[src/rtl/keypad_cfg.svh]
// keypad_cfg.svh: offsets, field positions, reset values and timing counts
// assumes: included by bare name into files that compile after it
`ifndef KEYPAD_CFG_SVH
`define KEYPAD_CFG_SVH

////////////////////////////////////////////////////////////////////////////
// pin layout: rows are pins 0..7, columns are pins 8..17
`define NUM_ROWS         8
`define NUM_COLS         10
`define PIN_COUNT        18
`define COL_BASE         8

// event codes
`define MATRIX_CODE_BASE 7'h01
`define ROW_INPUT_BASE   7'h61
`define COL_INPUT_BASE   7'h69
`define PRESS_BIT        7

////////////////////////////////////////////////////////////////////////////
// register byte offsets
`define REG_CTRL         8'h00
`define REG_PIN_SELECT   8'h04
`define REG_EVENT_EN     8'h08
`define REG_POLARITY     8'h0c
`define REG_DIRECTION    8'h10
`define REG_OUT_DATA     8'h14
`define REG_PIN_LEVEL    8'h18
`define REG_EVENT_COUNT  8'h1c
`define REG_LAST_EVENT   8'h20
`define REG_LOCK_TIMER   8'h24

// control fields and reset values
`define CTRL_SCAN_EN     0
`define CTRL_EVENT_MODE  1
`define CTRL_RESET       2'h0
`define PINS_RESET       18'h00000
`define POLARITY_RESET   18'h00000
`define TIMER_RESET      8'h00

////////////////////////////////////////////////////////////////////////////
// timing
`define SYS_CLK_MHZ      50
`define DETECT_LIMIT_US  25
`define UNLOCK_MAX_S     7
`define MASK_MAX_S       31
// two full scans plus five slots of slack stay inside the detection limit
`define SCAN_SLOT_CYC ((`DETECT_LIMIT_US*`SYS_CLK_MHZ)/(2*`NUM_COLS+5))
`define SLOT_CNT_W       8

`endif

[src/rtl/keypad_pkg.sv]
// keypad_pkg: types shared by the keypad event encoder
// assumes: nothing; compiled before all modules
package keypad_pkg;

   // matrix scan sequencer states
   typedef enum logic [1:0] {
      SCAN_IDLE   = 2'b00,
      SCAN_SETTLE = 2'b01,
      SCAN_SAMPLE = 2'b10
   } scan_state_t;

endpackage : keypad_pkg

[src/rtl/keypad_event_encoder.sv]
// keypad_event_encoder: scans a key matrix and plain input pins and
// emits coded press and release events to the key event queue
// assumes: pins are asynchronous, pulled up outside, keys pull rows low;
// queue, lock machine and register master share sys_clk
`timescale 1ns/1ps
`include "keypad_cfg.svh"
module keypad_event_encoder #(
   parameter int unsigned SLOT_CYC = `SCAN_SLOT_CYC
) (
   input  wire logic        sys_clk,
   input  wire logic        rst,
   input  wire logic [7:0]  reg_addr,
   input  wire logic [31:0] reg_wdata,
   input  wire logic        reg_wr,
   input  wire logic        reg_rd,
   output logic      [31:0] reg_rdata,
   input  wire logic [17:0] pin_in,
   output logic      [17:0] pin_out,
   output logic      [17:0] pin_oe,
   input  wire logic        keypad_locked,
   input  wire logic        event_ready,
   output logic             event_valid,
   output logic      [7:0]  event_code,
   output logic             event_from_input,
   output logic             unlock_valid,
   output logic      [2:0]  unlock_time_s,
   output logic      [4:0]  mask_time_s
);

   localparam logic [`SLOT_CNT_W-1:0] SLOT_LAST =
      `SLOT_CNT_W'(SLOT_CYC - 1);

   // lowest set bit of a vector, all ones when none
   function automatic logic [4:0] first_set(input logic [17:0] vec);
      logic [4:0] idx;
      idx = 5'h1f;
      for (int i = 17; i >= 0; i--) begin
         if (vec[i]) idx = 5'(i);
      end
      return idx;
   endfunction : first_set

   ////////////////////////////////////////////////////////////////////////
   // pin synchroniser and event byte encoder

   logic [17:0] pin_lvl;
   logic [7:0]  code_w;
   logic        take_plain;
   logic        take_key;
   logic        press_w;
   logic [4:0]  plain_idx;
   logic [2:0]  key_row;
   logic [3:0]  col_q;

   pin_sync #(
      .WIDTH (`PIN_COUNT)
   ) u_sync (
      .sys_clk  (sys_clk),
      .rst      (rst),
      .async_in (pin_in),
      .sync_out (pin_lvl)
   );

   key_code_encoder u_code (
      .from_input (take_plain),
      .pin_idx    (plain_idx),
      .row        (key_row),
      .col        (col_q),
      .press      (press_w),
      .code       (code_w)
   );

   ////////////////////////////////////////////////////////////////////////
   // configuration registers

   logic [1:0]  ctrl_q,  ctrl_d;
   logic [17:0] sel_q,   sel_d;
   logic [17:0] en_q,    en_d;
   logic [17:0] pol_q,   pol_d;
   logic [17:0] dir_q,   dir_d;
   logic [17:0] dout_q,  dout_d;
   logic [7:0]  tmr_q,   tmr_d;
   logic        scan_en;

   assign scan_en = ctrl_q[`CTRL_SCAN_EN];

   // software writes, one word per aligned offset
   always_comb begin
      ctrl_d = ctrl_q;
      sel_d  = sel_q;
      en_d   = en_q;
      pol_d  = pol_q;
      dir_d  = dir_q;
      dout_d = dout_q;
      tmr_d  = tmr_q;
      if (reg_wr) begin
         unique case (reg_addr)
            `REG_CTRL:       ctrl_d = reg_wdata[1:0];
            `REG_PIN_SELECT: sel_d  = reg_wdata[17:0];
            `REG_EVENT_EN:   en_d   = reg_wdata[17:0];
            `REG_POLARITY:   pol_d  = reg_wdata[17:0];
            `REG_DIRECTION:  dir_d  = reg_wdata[17:0];
            `REG_OUT_DATA:   dout_d = reg_wdata[17:0];
            `REG_LOCK_TIMER: tmr_d  = reg_wdata[7:0];
            default:         ;
         endcase
      end
   end

   always_ff @(posedge sys_clk or posedge rst) begin
      if (rst) begin
         ctrl_q <= `CTRL_RESET;
         sel_q  <= `PINS_RESET;
         en_q   <= `PINS_RESET;
         pol_q  <= `POLARITY_RESET;
         dir_q  <= `PINS_RESET;
         dout_q <= `PINS_RESET;
         tmr_q  <= `TIMER_RESET;
      end else begin
         ctrl_q <= ctrl_d;
         sel_q  <= sel_d;
         en_q   <= en_d;
         pol_q  <= pol_d;
         dir_q  <= dir_d;
         dout_q <= dout_d;
         tmr_q  <= tmr_d;
      end
   end

   // field widths cap the lock timers at their largest values
   assign unlock_time_s = tmr_q[2:0];
   assign mask_time_s   = tmr_q[7:3];

   ////////////////////////////////////////////////////////////////////////
   // plain input tracking

   logic [17:0] armed_q, armed_d;
   logic [17:0] plain_act;
   logic [17:0] plain_cand;
   logic        slot_free;
   logic        evt_valid_q;
   logic        plain_gated;

   assign slot_free = !evt_valid_q || event_ready;

   // a candidate differs from the level it is armed for
   always_comb begin
      plain_act  = ~(pin_lvl ^ pol_q);
      plain_cand = en_q & ~sel_q & ~dir_q & (plain_act ^ armed_q);
      if (!scan_en) plain_cand = '0;
      plain_idx   = first_set(plain_cand);
      take_plain  = (plain_cand != '0) && slot_free;
      plain_gated = keypad_locked && ctrl_q[`CTRL_EVENT_MODE];
      armed_d = armed_q;
      for (int i = 0; i < `PIN_COUNT; i++) begin
         if (!en_q[i] || sel_q[i] || dir_q[i] || !scan_en) begin
            armed_d[i] = plain_act[i];
         end
      end
      if (take_plain) begin
         armed_d[plain_idx] = plain_act[plain_idx];
      end
   end

   always_ff @(posedge sys_clk or posedge rst) begin
      if (rst) armed_q <= '0;
      else     armed_q <= armed_d;
   end

   ////////////////////////////////////////////////////////////////////////
   // matrix scan sequencer

   keypad_pkg::scan_state_t      state_q, state_d;
   logic [3:0]                   col_d;
   logic [`SLOT_CNT_W-1:0]       cnt_q, cnt_d;
   logic [79:0]                  key_q, key_d;
   logic [7:0]                   row_hit;
   logic [7:0]                   row_cur;
   logic [7:0]                   row_chg;
   logic                         col_sel;
   logic [4:0]                   row_pick;

   // compare the driven column against remembered key states
   always_comb begin
      col_sel = sel_q[`COL_BASE + col_q];
      for (int r = 0; r < `NUM_ROWS; r++) begin
         row_cur[r] = key_q[r * `NUM_COLS + col_q];
         row_hit[r] = sel_q[r] && col_sel && !pin_lvl[r];
      end
      row_chg  = row_hit ^ row_cur;
      row_pick = first_set({10'h000, row_chg});
      key_row  = row_pick[2:0];
      take_key = (state_q == keypad_pkg::SCAN_SAMPLE) && (row_chg != '0)
                 && slot_free && !take_plain;
      press_w  = take_plain ? plain_act[plain_idx] : row_hit[key_row];
   end

   // step through columns; one slot of settling per selected column, unselected columns skipped in one cycle
   always_comb begin
      state_d = state_q;
      col_d   = col_q;
      cnt_d   = cnt_q;
      key_d   = key_q;
      unique case (state_q)
         keypad_pkg::SCAN_IDLE: begin
            col_d = '0;
            cnt_d = SLOT_LAST;
            if (scan_en) state_d = keypad_pkg::SCAN_SETTLE;
         end
         keypad_pkg::SCAN_SETTLE: begin
            if (!col_sel || cnt_q == '0) begin
               state_d = col_sel ? keypad_pkg::SCAN_SAMPLE
                                 : keypad_pkg::SCAN_SETTLE;
               if (!col_sel) begin
                  col_d = (col_q == 4'(`NUM_COLS - 1)) ? '0 : col_q + 4'h1;
                  cnt_d = SLOT_LAST;
               end
            end else begin
               cnt_d = cnt_q - 1'b1;
            end
         end
         keypad_pkg::SCAN_SAMPLE: begin
            if (take_key) begin
               key_d[key_row * `NUM_COLS + col_q] = row_hit[key_row];
            end else if (row_chg == '0) begin
               state_d = keypad_pkg::SCAN_SETTLE;
               col_d = (col_q == 4'(`NUM_COLS - 1)) ? '0 : col_q + 4'h1;
               cnt_d = SLOT_LAST;
            end
         end
         default: state_d = keypad_pkg::SCAN_IDLE;
      endcase
      if (!scan_en) begin
         state_d = keypad_pkg::SCAN_IDLE;
         key_d   = '0;
      end
   end

   always_ff @(posedge sys_clk or posedge rst) begin
      if (rst) begin
         state_q <= keypad_pkg::SCAN_IDLE;
         col_q   <= '0;
         cnt_q   <= '0;
         key_q   <= '0;
      end else begin
         state_q <= state_d;
         col_q   <= col_d;
         cnt_q   <= cnt_d;
         key_q   <= key_d;
      end
   end

   ////////////////////////////////////////////////////////////////////////
   // event output, pin drive and register read data

   logic [7:0]  code_q, code_d;
   logic        evt_valid_d;
   logic        from_in_q, from_in_d;
   logic        unl_q, unl_d;
   logic [15:0] count_q, count_d;
   logic [17:0] out_q, out_d;
   logic [17:0] oe_q, oe_d;
   logic [31:0] rdata_q, rdata_d;
   logic        queue_it;

   always_comb begin
      queue_it    = take_key || (take_plain && !plain_gated);
      evt_valid_d = evt_valid_q && !event_ready;
      code_d      = code_q;
      from_in_d   = from_in_q;
      count_d     = count_q;
      unl_d       = take_key || take_plain;
      if (take_key || take_plain) code_d = code_w;
      if (queue_it) begin
         evt_valid_d = 1'b1;
         from_in_d   = take_plain;
         count_d     = count_q + 16'h0001;
      end
      // matrix column low in its slot, outputs drive their data
      for (int p = 0; p < `PIN_COUNT; p++) begin
         oe_d[p]  = dir_q[p] && !sel_q[p];
         out_d[p] = dout_q[p];
      end
      for (int c = 0; c < `NUM_COLS; c++) begin
         if (sel_q[`COL_BASE + c] && state_q != keypad_pkg::SCAN_IDLE &&
             col_q == 4'(c)) begin
            oe_d[`COL_BASE + c]  = 1'b1;
            out_d[`COL_BASE + c] = 1'b0;
         end
      end
      rdata_d = '0;
      if (reg_rd) begin
         unique case (reg_addr)
            `REG_CTRL:        rdata_d = {30'h0, ctrl_q};
            `REG_PIN_SELECT:  rdata_d = {14'h0, sel_q};
            `REG_EVENT_EN:    rdata_d = {14'h0, en_q};
            `REG_POLARITY:    rdata_d = {14'h0, pol_q};
            `REG_DIRECTION:   rdata_d = {14'h0, dir_q};
            `REG_OUT_DATA:    rdata_d = {14'h0, dout_q};
            `REG_PIN_LEVEL:   rdata_d = {14'h0, pin_lvl};
            `REG_EVENT_COUNT: rdata_d = {16'h0, count_q};
            `REG_LAST_EVENT:  rdata_d = {24'h0, code_q};
            `REG_LOCK_TIMER:  rdata_d = {24'h0, tmr_q};
            default:          rdata_d = '0;
         endcase
      end
   end

   always_ff @(posedge sys_clk or posedge rst) begin
      if (rst) begin
         evt_valid_q <= 1'b0;
         code_q      <= '0;
         from_in_q   <= 1'b0;
         unl_q       <= 1'b0;
         count_q     <= '0;
         out_q       <= '0;
         oe_q        <= '0;
         rdata_q     <= '0;
      end else begin
         evt_valid_q <= evt_valid_d;
         code_q      <= code_d;
         from_in_q   <= from_in_d;
         unl_q       <= unl_d;
         count_q     <= count_d;
         out_q       <= out_d;
         oe_q        <= oe_d;
         rdata_q     <= rdata_d;
      end
   end

   assign event_valid      = evt_valid_q;
   assign event_code       = code_q;
   assign event_from_input = from_in_q;
   assign unlock_valid     = unl_q;
   assign pin_out          = out_q;
   assign pin_oe           = oe_q;
   assign reg_rdata        = rdata_q;

endmodule : keypad_event_encoder

[src/rtl/pin_sync.sv]
// pin_sync: two flip-flop synchroniser for a vector of pin inputs
// assumes: pins are asynchronous to sys_clk, each bit crosses on its own
`timescale 1ns/1ps
module pin_sync #(
   parameter int unsigned WIDTH = 18
) (
   input  wire logic             sys_clk,
   input  wire logic             rst,
   input  wire logic [WIDTH-1:0] async_in,
   output logic      [WIDTH-1:0] sync_out
);

   logic [WIDTH-1:0] meta_q;
   logic [WIDTH-1:0] meta_d;
   logic [WIDTH-1:0] sync_q;
   logic [WIDTH-1:0] sync_d;

   // first stage is read only by the second stage
   always_comb begin
      meta_d = async_in;
      sync_d = meta_q;
   end

   // both stages reset to zero
   always_ff @(posedge sys_clk or posedge rst) begin
      if (rst) begin
         meta_q <= '0;
         sync_q <= '0;
      end else begin
         meta_q <= meta_d;
         sync_q <= sync_d;
      end
   end

   assign sync_out = sync_q;

endmodule : pin_sync

[src/rtl/key_code_encoder.sv]
// key_code_encoder: forms the event byte for a matrix key or plain input
// assumes: inputs are stable in the cycle they are used, pure logic
`timescale 1ns/1ps
`include "keypad_cfg.svh"
module key_code_encoder (
   input  wire logic       from_input,
   input  wire logic [4:0] pin_idx,
   input  wire logic [2:0] row,
   input  wire logic [3:0] col,
   input  wire logic       press,
   output logic      [7:0] code
);

   logic [6:0] value;

   // select the numbering by source type
   always_comb begin
      if (from_input && pin_idx < 5'(`COL_BASE)) begin
         value = 7'(`ROW_INPUT_BASE + pin_idx);
      end else if (from_input) begin
         value = 7'(`COL_INPUT_BASE + pin_idx - `COL_BASE);
      end else begin
         value = 7'(row * `NUM_COLS + col + `MATRIX_CODE_BASE);
      end
      code = {press, value};
   end

endmodule : key_code_encoder

[config.mk]
export PLATFORM = sky130hd
export DESIGN_NAME = keypad_event_encoder
export DESIGN_NICKNAME = d
export VERILOG_FILES = /design/src/rtl/keypad_pkg.sv /design/src/rtl/keypad_event_encoder.sv /design/src/rtl/pin_sync.sv /design/src/rtl/key_code_encoder.sv
export VERILOG_INCLUDE_DIRS = /design/src /design/src/rtl
export SDC_FILE = /design/constraint.sdc
export NUM_CORES = 1
export LEC_CHECK = 0
export BUFFER_PORTS_ARGS = -buffer_cell sky130_fd_sc_hd__clkbuf_2
export CAP_MARGIN = 25
export CORE_ASPECT_RATIO = 1.1
export CORE_MARGIN = 2
export CORE_UTILIZATION = 54
export DETAILED_ROUTE_END_ITERATION = 16
export GPL_TIMING_DRIVEN = 0
export PLACE_DENSITY = 0.86
export SLEW_MARGIN = 20
export SYNTH_ARGS = -nofsm -noshare
export SYNTH_HDL_FRONTEND = slang
export SYNTH_SLANG_ARGS = --single-unit
[constraint.sdc]
create_clock -name sys_clk -period 9.5 [get_ports sys_clk]
set_input_delay 0.95 -clock sys_clk [delete_from_list [all_inputs] [get_ports sys_clk]]
set_output_delay 0.95 -clock sys_clk [all_outputs]
set_load 0.01 [all_outputs]
# == After elaboration in Yosys (flattened, before gate mapping) ==
# Cells that the tools add are included.
# op_classes
reduce_logical,192
n_mux,119
n_addsub,16
eq_ne,30
order_cmp,15
n_bitwise,9
multipliers,1
# op_table
operator,count
80-bit two-way mux,3
18-bit one-hot mux with 10 select lines,1
5-bit two-way mux,17
80-bit bitwise mux,1
1-bit logical AND,64
1-bit logical OR,58
18-bit bitwise AND,3
18-bit two-way mux,3
18-bit inverter,3
1-bit two-way mux,53
1-bit logical NOT,50
1-bit binary-select mux with 7-bit select,7
18-bit bitwise XOR,2
"8-bit by 5-bit equality test with 1-bit output, second input constant",4
8-bit two-way mux,4
8-bit logical NOT,3
"7-bit by 8-bit less-than comparator with 1-bit output, second input constant",3
4-bit two-way mux,6
8-bit one-hot mux with 3 select lines,1
"6-bit by 4-bit adder with 7-bit output, first input constant",3
3-bit two-way mux,7
18-bit bitwise mux,1
18-bit nonzero test,1
"16-bit by 1-bit adder with 16-bit output, second input constant",1
other kinds (52),83
# totals
input_bits,64
regBits,343
out_inout_bits,87
elab_cells,404

# == Longest topological paths before layout ==
# Gate-level depths: netlist of the first run.
# logic_depth
word_depth,29
depth_mapped,26
depth_no_buf,21

# == Hierarchy ==
# A second synthesis of the first run with hierarchy kept.
# hier_totals
cells_unflattened,1708
hier_area_um2,18781.8
# modules_own_cells
module,area_each_um2,n_inst,seq_area_each_um2,cells_each
keypad_event_encoder,17509.3,1,7332.0,1625
pin_sync,904.6,1,900.9,37
key_code_encoder,367.9,1,0.0,46

# == Least setup slack after synthesis of the first run ==
# OpenSTA, ideal clock, no wires.
# synth_timing
path_type,reg2reg
from,register col_q[2]
to,register key_q[1]
slack_ns,3.930
t_required_ns,9.365
setup_ns,0.135
t_arrival_ns,5.435
n_path_buf,2
period_less_slack_ns,5.570
stages_incl_launch_ff,23
path_cell_list,dfrtp_1 > buf_2 > clkinv_1 > ha_1 > mux4_2 > mux2_2 > mux2_2 > mux2_2 > xnor2_2 > nor2_1 > o211ai_1 > inv_1 > ha_1 > ha_1 > nor2b_1 > o21ai_0 > xor2_1 > inv_1 > nor2_1 > nand2_1 > clkbuf_1 > o311ai_1 > o31ai_1
# synth_via
elab_chain_len,23
word_cells_on_any_way,69
classes_between,9 x add/sub; 1 x mul; 2 x order compare; 1 x eq/ne; 33 x mux; 1 x bitwise; 22 x reduce/logical
# synth_lines
item,line_no,text
"start, declared",keypad_event_encoder.sv:53,logic [3:0] col_q;
"start signal, assigned",keypad_event_encoder.sv:247,col_q <= col_d;
branches (longest 23 deep; another with 6-bit by 4-bit adder with 7-bit output),n/a,
"end signal, assigned",keypad_event_encoder.sv:249,key_q <= key_d;
"end, declared",keypad_event_encoder.sv:176,"logic [79:0] key_q, key_d;"
# Parallel ways; which one is timed is not known. The select of a mux whose other input is x is not followed.
# A chain may end at the register's enable or synchronous reset.

# == Worst setup path in the final report of the first run ==
# layout_timing
from,register col_q[2]
to,register key_q[73]
# Same word-level chain as after synthesis.

==> results.cfg, run 1 <==
[cts]
post_cts_resized = 0
numCtsBuffers = 36
cts_tree = built
cts_sinks = 329
clk_latency_ns = 0.53
cts_max_level = 2
post_cts_buffers = 0
clkSlewWorstSetupHoldPaths_ns = 0.06
holdBufCountCts = 0
clock_path_buffers = 3
cts-root-buf = clkbuf_16

[drt]
drt-initial-drc-count = 2061
routed_wl_um = 60400
firstDrtPassIters = 8
via_per_inst = 7.00
dr_total_vias = 15466
drc = 0
antenna_left = 0
post_drt_wl_per_cell_um = 27.3

[yosys]
yosys_warnings = 0
ys.flop_type = dfrtp_1
synth_seq_area_share = 0.454
syn-cell-area_um2 = 18100
synth_xor_area_frac = 0.0500
yosys.area.top_type = dfrtp_1
synth_compound_area_frac = 0.176
ys_types = 92
synth_top_family_by_area = compound AO/OA/AOI/OAI gates
synth_top_area_share = 0.454
synthArstFlopShare = 1.00
synth-simple-area-share = 0.107
synth-adder-area-share = 0.0190
ys_seq_elements = 329
synth_area_leaders = dfrtp_1, mux2_2, mux2i_1
avgSynthCellArea_um2 = 11.6
synth-edff-count = 0
synthMuxAreaShare = 0.151
syn_inst = 1567

[pwr]
p_leak_nw = 9.09
ir_drop_mv = 0.139
power_density_nw_per_um2 = 164

[worst_setup_path]
crit_required_ns = 9.86
endpoint_kind = flop
start_kind = flop
worstSetupPathType = reg2reg
worstPathMaxFanout = 11
worstPathArrival_ns = 8.42
reg2regPathDepth = 21

[placement]
post-dp-hpwl_um = 42800
place_congestion = 1.03
io_buffer_count = 121

[die]
initial_utilization = 0.547
design.core.area_um2 = 33200
row_count = 70
die_area_um2 = 35100
die_h_um = 196
io_pins = 151
die_w_um = 179

[global_routing]
grtUsageTotal = 0.347
gr-total-overflow = 0
grt_max_degree = 37
grt_pass1_vias = 15649
antenna_found_initial = 1
grt_pass1_wl_um = 92000

[final_layout]
layout.nets = 1841
finalCoreUtilization = 0.629
syn_to_final_growth_pct = 15.1
drive_above_1_share = 0.241
n_antenna_cell = 0

[timing]
max_freq_mhz = 124
setup_viol = 0
maxSlewHeadroom = 0.204
drv_slew = 0
finalClockSkew_ns = 0.0225
worst_pin_slew_ns = 1.19
fin_setup_tns_ns = 0
fin_crit_sh = 0.848
hold_viol = 0
rsz0062_at_grt = false
fin_crit_ns = 8.06

[job]
cap_violations = 0

[status]
status = finished clean

[min_path]
hold_depth = 0
hold_path.class = reg2reg
[critical path, cell delays in order, from the launching register on]
cell and delay, ns:
dfrtp_1 0.55, buf_2 0.40, clkinv_1 0.50, ha_1 0.57, clkbuf_1 0.49, buf_1 0.62, a21oi_1 0.16, o32ai_1 0.38
o221ai_1 0.35, xor2_1 0.22, a211oi_1 0.10, a311oi_2 0.37, nor2_1 0.12, ha_1 0.29, ha_1 0.31, nor2b_1 0.16
o2111ai_1 0.34, nor2b_1 0.18, buf_1 0.27, nand3_1 0.75, o311ai_0 0.61, o31ai_1 0.13
[layer usage]
layer  track usage  vias to the layer above  share of wire
met5             0                        -              0
met4         0.211                        0          0.073
met3        0.0797                      312          0.095
met2         0.560                     1116           0.47
met1         0.422                     7600           0.36
li1              -                     6438              -
[cells by family after synthesis]
family / after synthesis
AO/OA/AOI/OAI: 419
AND/OR/NAND/NOR: 356
flip-flops: 329
multiplexers: 221
buffers and inverters: 144
XOR/XNOR: 70
adder cells (fa/ha/maj): 27
other: 1
[Yosys cell counts, types with 29 or more instances]
cell type and instances:
dfrtp_1 329, a21oi_1 35, clkbuf_1 47, nand2_1 76
o21ai_0 33, o311ai_1 67, o31ai_1 85, nor2b_1 34
nor2_1 63, a22oi_1 41, inv_1 36, mux4_2 29
mux2i_1 72, nand3_1 62, mux2_2 114
[path summary, 6_finish.rpt]
check	start	end	slack (ns)
max	col_q[2]$_DFFE_PP0P_	key_q[73]$_DFFE_PP0P_	1.44
min	u_sync.meta_q[7]$_DFF_PP0_	u_sync.sync_out[7]$_DFF_PP0_	0.35
max reg2reg	col_q[2]$_DFFE_PP0P_	key_q[73]$_DFFE_PP0P_	1.44
min reg2reg	u_sync.meta_q[7]$_DFF_PP0_	u_sync.sync_out[7]$_DFF_PP0_	0.35
max in group asynchronous	rst	tmr_q[4]$_DFFE_PP0P_	7.51
min in group asynchronous	rst	armed_q[17]$_DFF_PP0_	0.48
[final cells by class]
class | count | area [µm²]
fillers | 2539 | 12300
multi-input cells | 1107 | 9190
flip-flops and latches | 329 | 8230
clock buffers | 45 | 1020
repair buffers | 132 | 821
plain buffers | 106 | 637
well taps | 432 | 541
clock inverters | 21 | 308
inverters | 38 | 146
[power breakdown]
| part | switching, mW | total (mW) | internal, mW |
|---|---|---|---|
| Combinational | 0.208 | 0.343 | 0.135 |
| Clock | 0.593 | 1.55 | 0.956 |
| Sequential | 0.0738 | 1.54 | 1.46 |
[flip-flops by register name, indices dropped and copies added, names as in the netlist, 2 cells and up]
name / flops
pin_out: 18
key_q: 80
en_q: 18
count_q: 16
ctrl_q: 2
cnt_q: 8
pol_q: 18
col_q: 4
u_sync.sync_out: 18
pin_oe: 18
state_q: 2
armed_q: 18
sel_q: 18
dout_q: 18
tmr_q: 8
u_sync.meta_q: 18
dir_q: 18
reg_rdata: 18
event_code: 8
[placed cells by master (no fill, tap or decap), types with 14 or more instances in the layout]
master     synthesis  layout
a211oi_1          15      15
a21oi_1           35      35
a222oi_1          15      15
a22o_1            16      16
a22oi_1           41      41
a31oi_1           27      27
and2_1            17      17
buf_2             17      17
buf_4             21      22
buf_6             17      17
clkbuf_1          47      50
clkbuf_16          0      38
clkbuf_2           0     121
conb_1             1      14
dfrtp_1          329     329
ha_1              26      26
inv_1             36      35
mux2_2           114     114
mux2i_1           72      72
mux4_2            29      29
nand2_1           76      76
nand3_1           62      62
nor2_1            63      62
nor2b_1           34      34
nor3_1            16      16
o21ai_0           33      33
o311ai_0          15      15
o311ai_1          67      67
o31ai_1           85      85
xnor2_1           27      27
xor2_1            22      22
[through the flow]
| step | hold slack, ns | cell area (µm²) | power [mW] | instances | worst slack, ns |
|---|---|---|---|---|---|
| 6_report | 0.346 | 20900 | 3.43 | 2210 | 1.44 |
| 5_1_grt | 0.351 | 20900 | 3.53 | 2210 | 1.11 |
| 4_1_cts | 0.349 | 20900 | 3.43 | 2209 | 1.79 |
| 3_5_place_dp | 0.335 | 19600 | 1.89 | 2143 | 1.82 |
| 3_3_place_gp | 0.335 | 19300 | 1.87 | 2133 | 1.99 |
| 2_1_floorplan | 0.331 | 18200 | 1.75 | 1580 | 3.93 |
No activity file was read; power rests on OpenSTA's default activity.
==> run 2: changes to the inputs <==
==> constraint.sdc (replaced) <==
create_clock -name sys_clk -period 6.7 [get_ports sys_clk]
set_input_delay 0.67 -clock sys_clk [delete_from_list [all_inputs] [get_ports sys_clk]]
set_output_delay 0.67 -clock sys_clk [all_outputs]
set_load 0.01 [all_outputs]
==> run 2 against run 1 <==
Via count shrank 0.14%. Final cell count grew 0.27%. Power grew 42%. Final area grew 0.87%. Fmax grew 26%.
==> results.cfg, run 2 (synthesis results as in run 1) <==
[status]
status = finished clean

[global_routing]
grt_max_degree = 37
grt_pass1_vias = 15648
gr-total-overflow = 0
grt_pass1_wl_um = 92200
grtUsageTotal = 0.348
antenna_found_initial = 1

[placement]
io_buffer_count = 121
place_ws_ns = -0.981
place_congestion = 1.03
post-dp-hpwl_um = 42800

[die]
design.core.area_um2 = 33200
die_w_um = 179
row_count = 70
initial_utilization = 0.547
die_h_um = 196
io_pins = 151
die_area_um2 = 35100

[worst_setup_path]
rrSetupSlack_ns = 0.30
crit_required_ns = 7.11
timing.rr.end = key_q[58]$_DFFE_PP0P_
worstPathArrival_ns = 6.81
r2r_start = col_q[1]$_DFFE_PP0P_
start_kind = flop
reg2regPathDepth = 21
worstPathMaxFanout = 10
worstSetupPathType = reg2reg
endpoint_kind = flop

[timing]
max_freq_mhz = 156
fin_crit_sh = 0.955
setup_viol = 0
fin_crit_ns = 6.40
drv_slew = 0
finalClockSkew_ns = 0.0183
worst_pin_slew_ns = 1.20
holdWs_ns = 0.199
maxSlewHeadroom = 0.195
hold_viol = 0
fin_ws_ns = 0.299
rsz0062_at_grt = true
fin_setup_tns_ns = 0

[final_layout]
layout_commonest_cell = dfrtp_1
syn_to_final_growth_pct = 16.1
drive_above_1_share = 0.260
regMostFlops = key_q
fillCellCount = 2520
layout.nets = 1847
largest_reg_flops = 80
n_antenna_cell = 0
layout_common_cells = dfrtp_1, clkbuf_2, mux2_2

[cts]
clk_latency_ns = 0.53
holdBufCountCts = 0
numCtsBuffers = 36
cts_max_level = 2
cts_sinks = 329
cts-root-buf = clkbuf_16
clkSlewWorstSetupHoldPaths_ns = 0.06
clock_path_buffers = 3
cts_tree = built

[drt]
via_per_inst = 6.97
dr_total_vias = 15445
routed_wl_um = 60600
post_drt_wl_per_cell_um = 27.3
antenna_left = 0
firstDrtPassIters = 12
drc = 0
drt-initial-drc-count = 2130

[pwr]
power_density_nw_per_um2 = 231
seq_power_share = 0.447
clock_power_share = 0.451
ir_drop_mv = 0.199
p_leak_nw = 9.14
combinationalPowerShare = 0.102
swShare = 0.256
intPower_mw = 3.63
power_switching_mw = 1.25

[min_path]
hold_path.class = in2async

[job]
cap_violations = 0
==> run 2: how the worst max path moves through the flow <==
| stage | to | slack (ns) | startpoint | cells past startpoint |
|---|---|---|---|---|
| CTS | key_q[1]$_DFFE_PP0P_ | 0.06 | col_q[2]$_DFFE_PP0P_ | 23 |
| detailed placement | key_q[73]$_DFFE_PP0P_ | -0.98 | col_q[2]$_DFFE_PP0P_ | 21 |
| global route | key_q[74]$_DFFE_PP0P_ | -0.06 | col_q[1]$_DFFE_PP0P_ | 23 |
| floorplan | key_q[1]$_DFFE_PP0P_ | 1.13 | col_q[2]$_DFFE_PP0P_ | 22 |
| global placement | key_q[73]$_DFFE_PP0P_ | -0.81 | col_q[2]$_DFFE_PP0P_ | 21 |
| finish | key_q[58]$_DFFE_PP0P_ | 0.30 | col_q[1]$_DFFE_PP0P_ | 21 |
==> run 2: timing repair <==
item                       CTS  global route
hold endpoints to repair     0             0
resized for setup            8            29
setup endpoints to repair   81            80
buffers inserted             4             2
pin swaps                    0             2
==> run 2: layout make-up <==
cell class              instances  area (µm²)  area share
multi-input cells            1107        9310       0.442
flip-flops and latches        329        8230       0.391
clock buffers                  45        1020      0.0483
repair buffers                138         866      0.0411
plain buffers                 106         649      0.0308
well taps                     432         541      0.0257
clock inverters                21         308      0.0146
inverters                      38         148     0.00701
==> run 2: metal layers <==
metal | track usage | vias up | routed length [µm]
met1 | 0.421 | 7579 | 21300
met2 | 0.562 | 1128 | 28800
met4 | 0.210 | 0 | 4160
met3 | 0.0831 | 284 | 6290
li1 | - | 6454 | -
met5 | 0 | - | 0
==> run 2: worst max-delay path, cell delays in order, from the launching register on <==
cell and delay, ns:
dfrtp_1 0.44, buf_6 0.19, buf_6 0.19, buf_6 0.19
inv_2 0.11, ha_2 0.40, mux4_2 0.51, mux2_2 0.31
mux2_2 0.27, mux2_2 0.30, xnor2_2 0.17, nor2_1 0.25
o211ai_1 0.18, inv_1 0.16, ha_1 0.25, ha_1 0.31
nor2b_1 0.16, o2111ai_1 0.40, and2_1 0.20, clkbuf_1 0.34
nand3_2 0.48, o31ai_1 0.47
==> run 2: power by group through the flow <==
stage                     registers, mW  logic (mW)  clock network, mW
final                              2.18       0.498               2.20
after detailed placement           2.21       0.474                  0
after global placement             2.20       0.446                  0
after CTS                          2.17       0.481               2.21
after global routing               2.18       0.540               2.30
after floorplan                    2.18       0.298                  0
==> run 2: metrics by stage <==
step	power, mW	utilization	instances	area [µm²]
detailed placement	2.68	0.589	2143	19600
finish	4.87	0.635	2216	21100
global route	5.02	0.635	2216	21100
CTS	4.86	0.631	2213	20900
floorplan	2.48	-	1580	18200
global placement	2.65	0.583	2133	19300
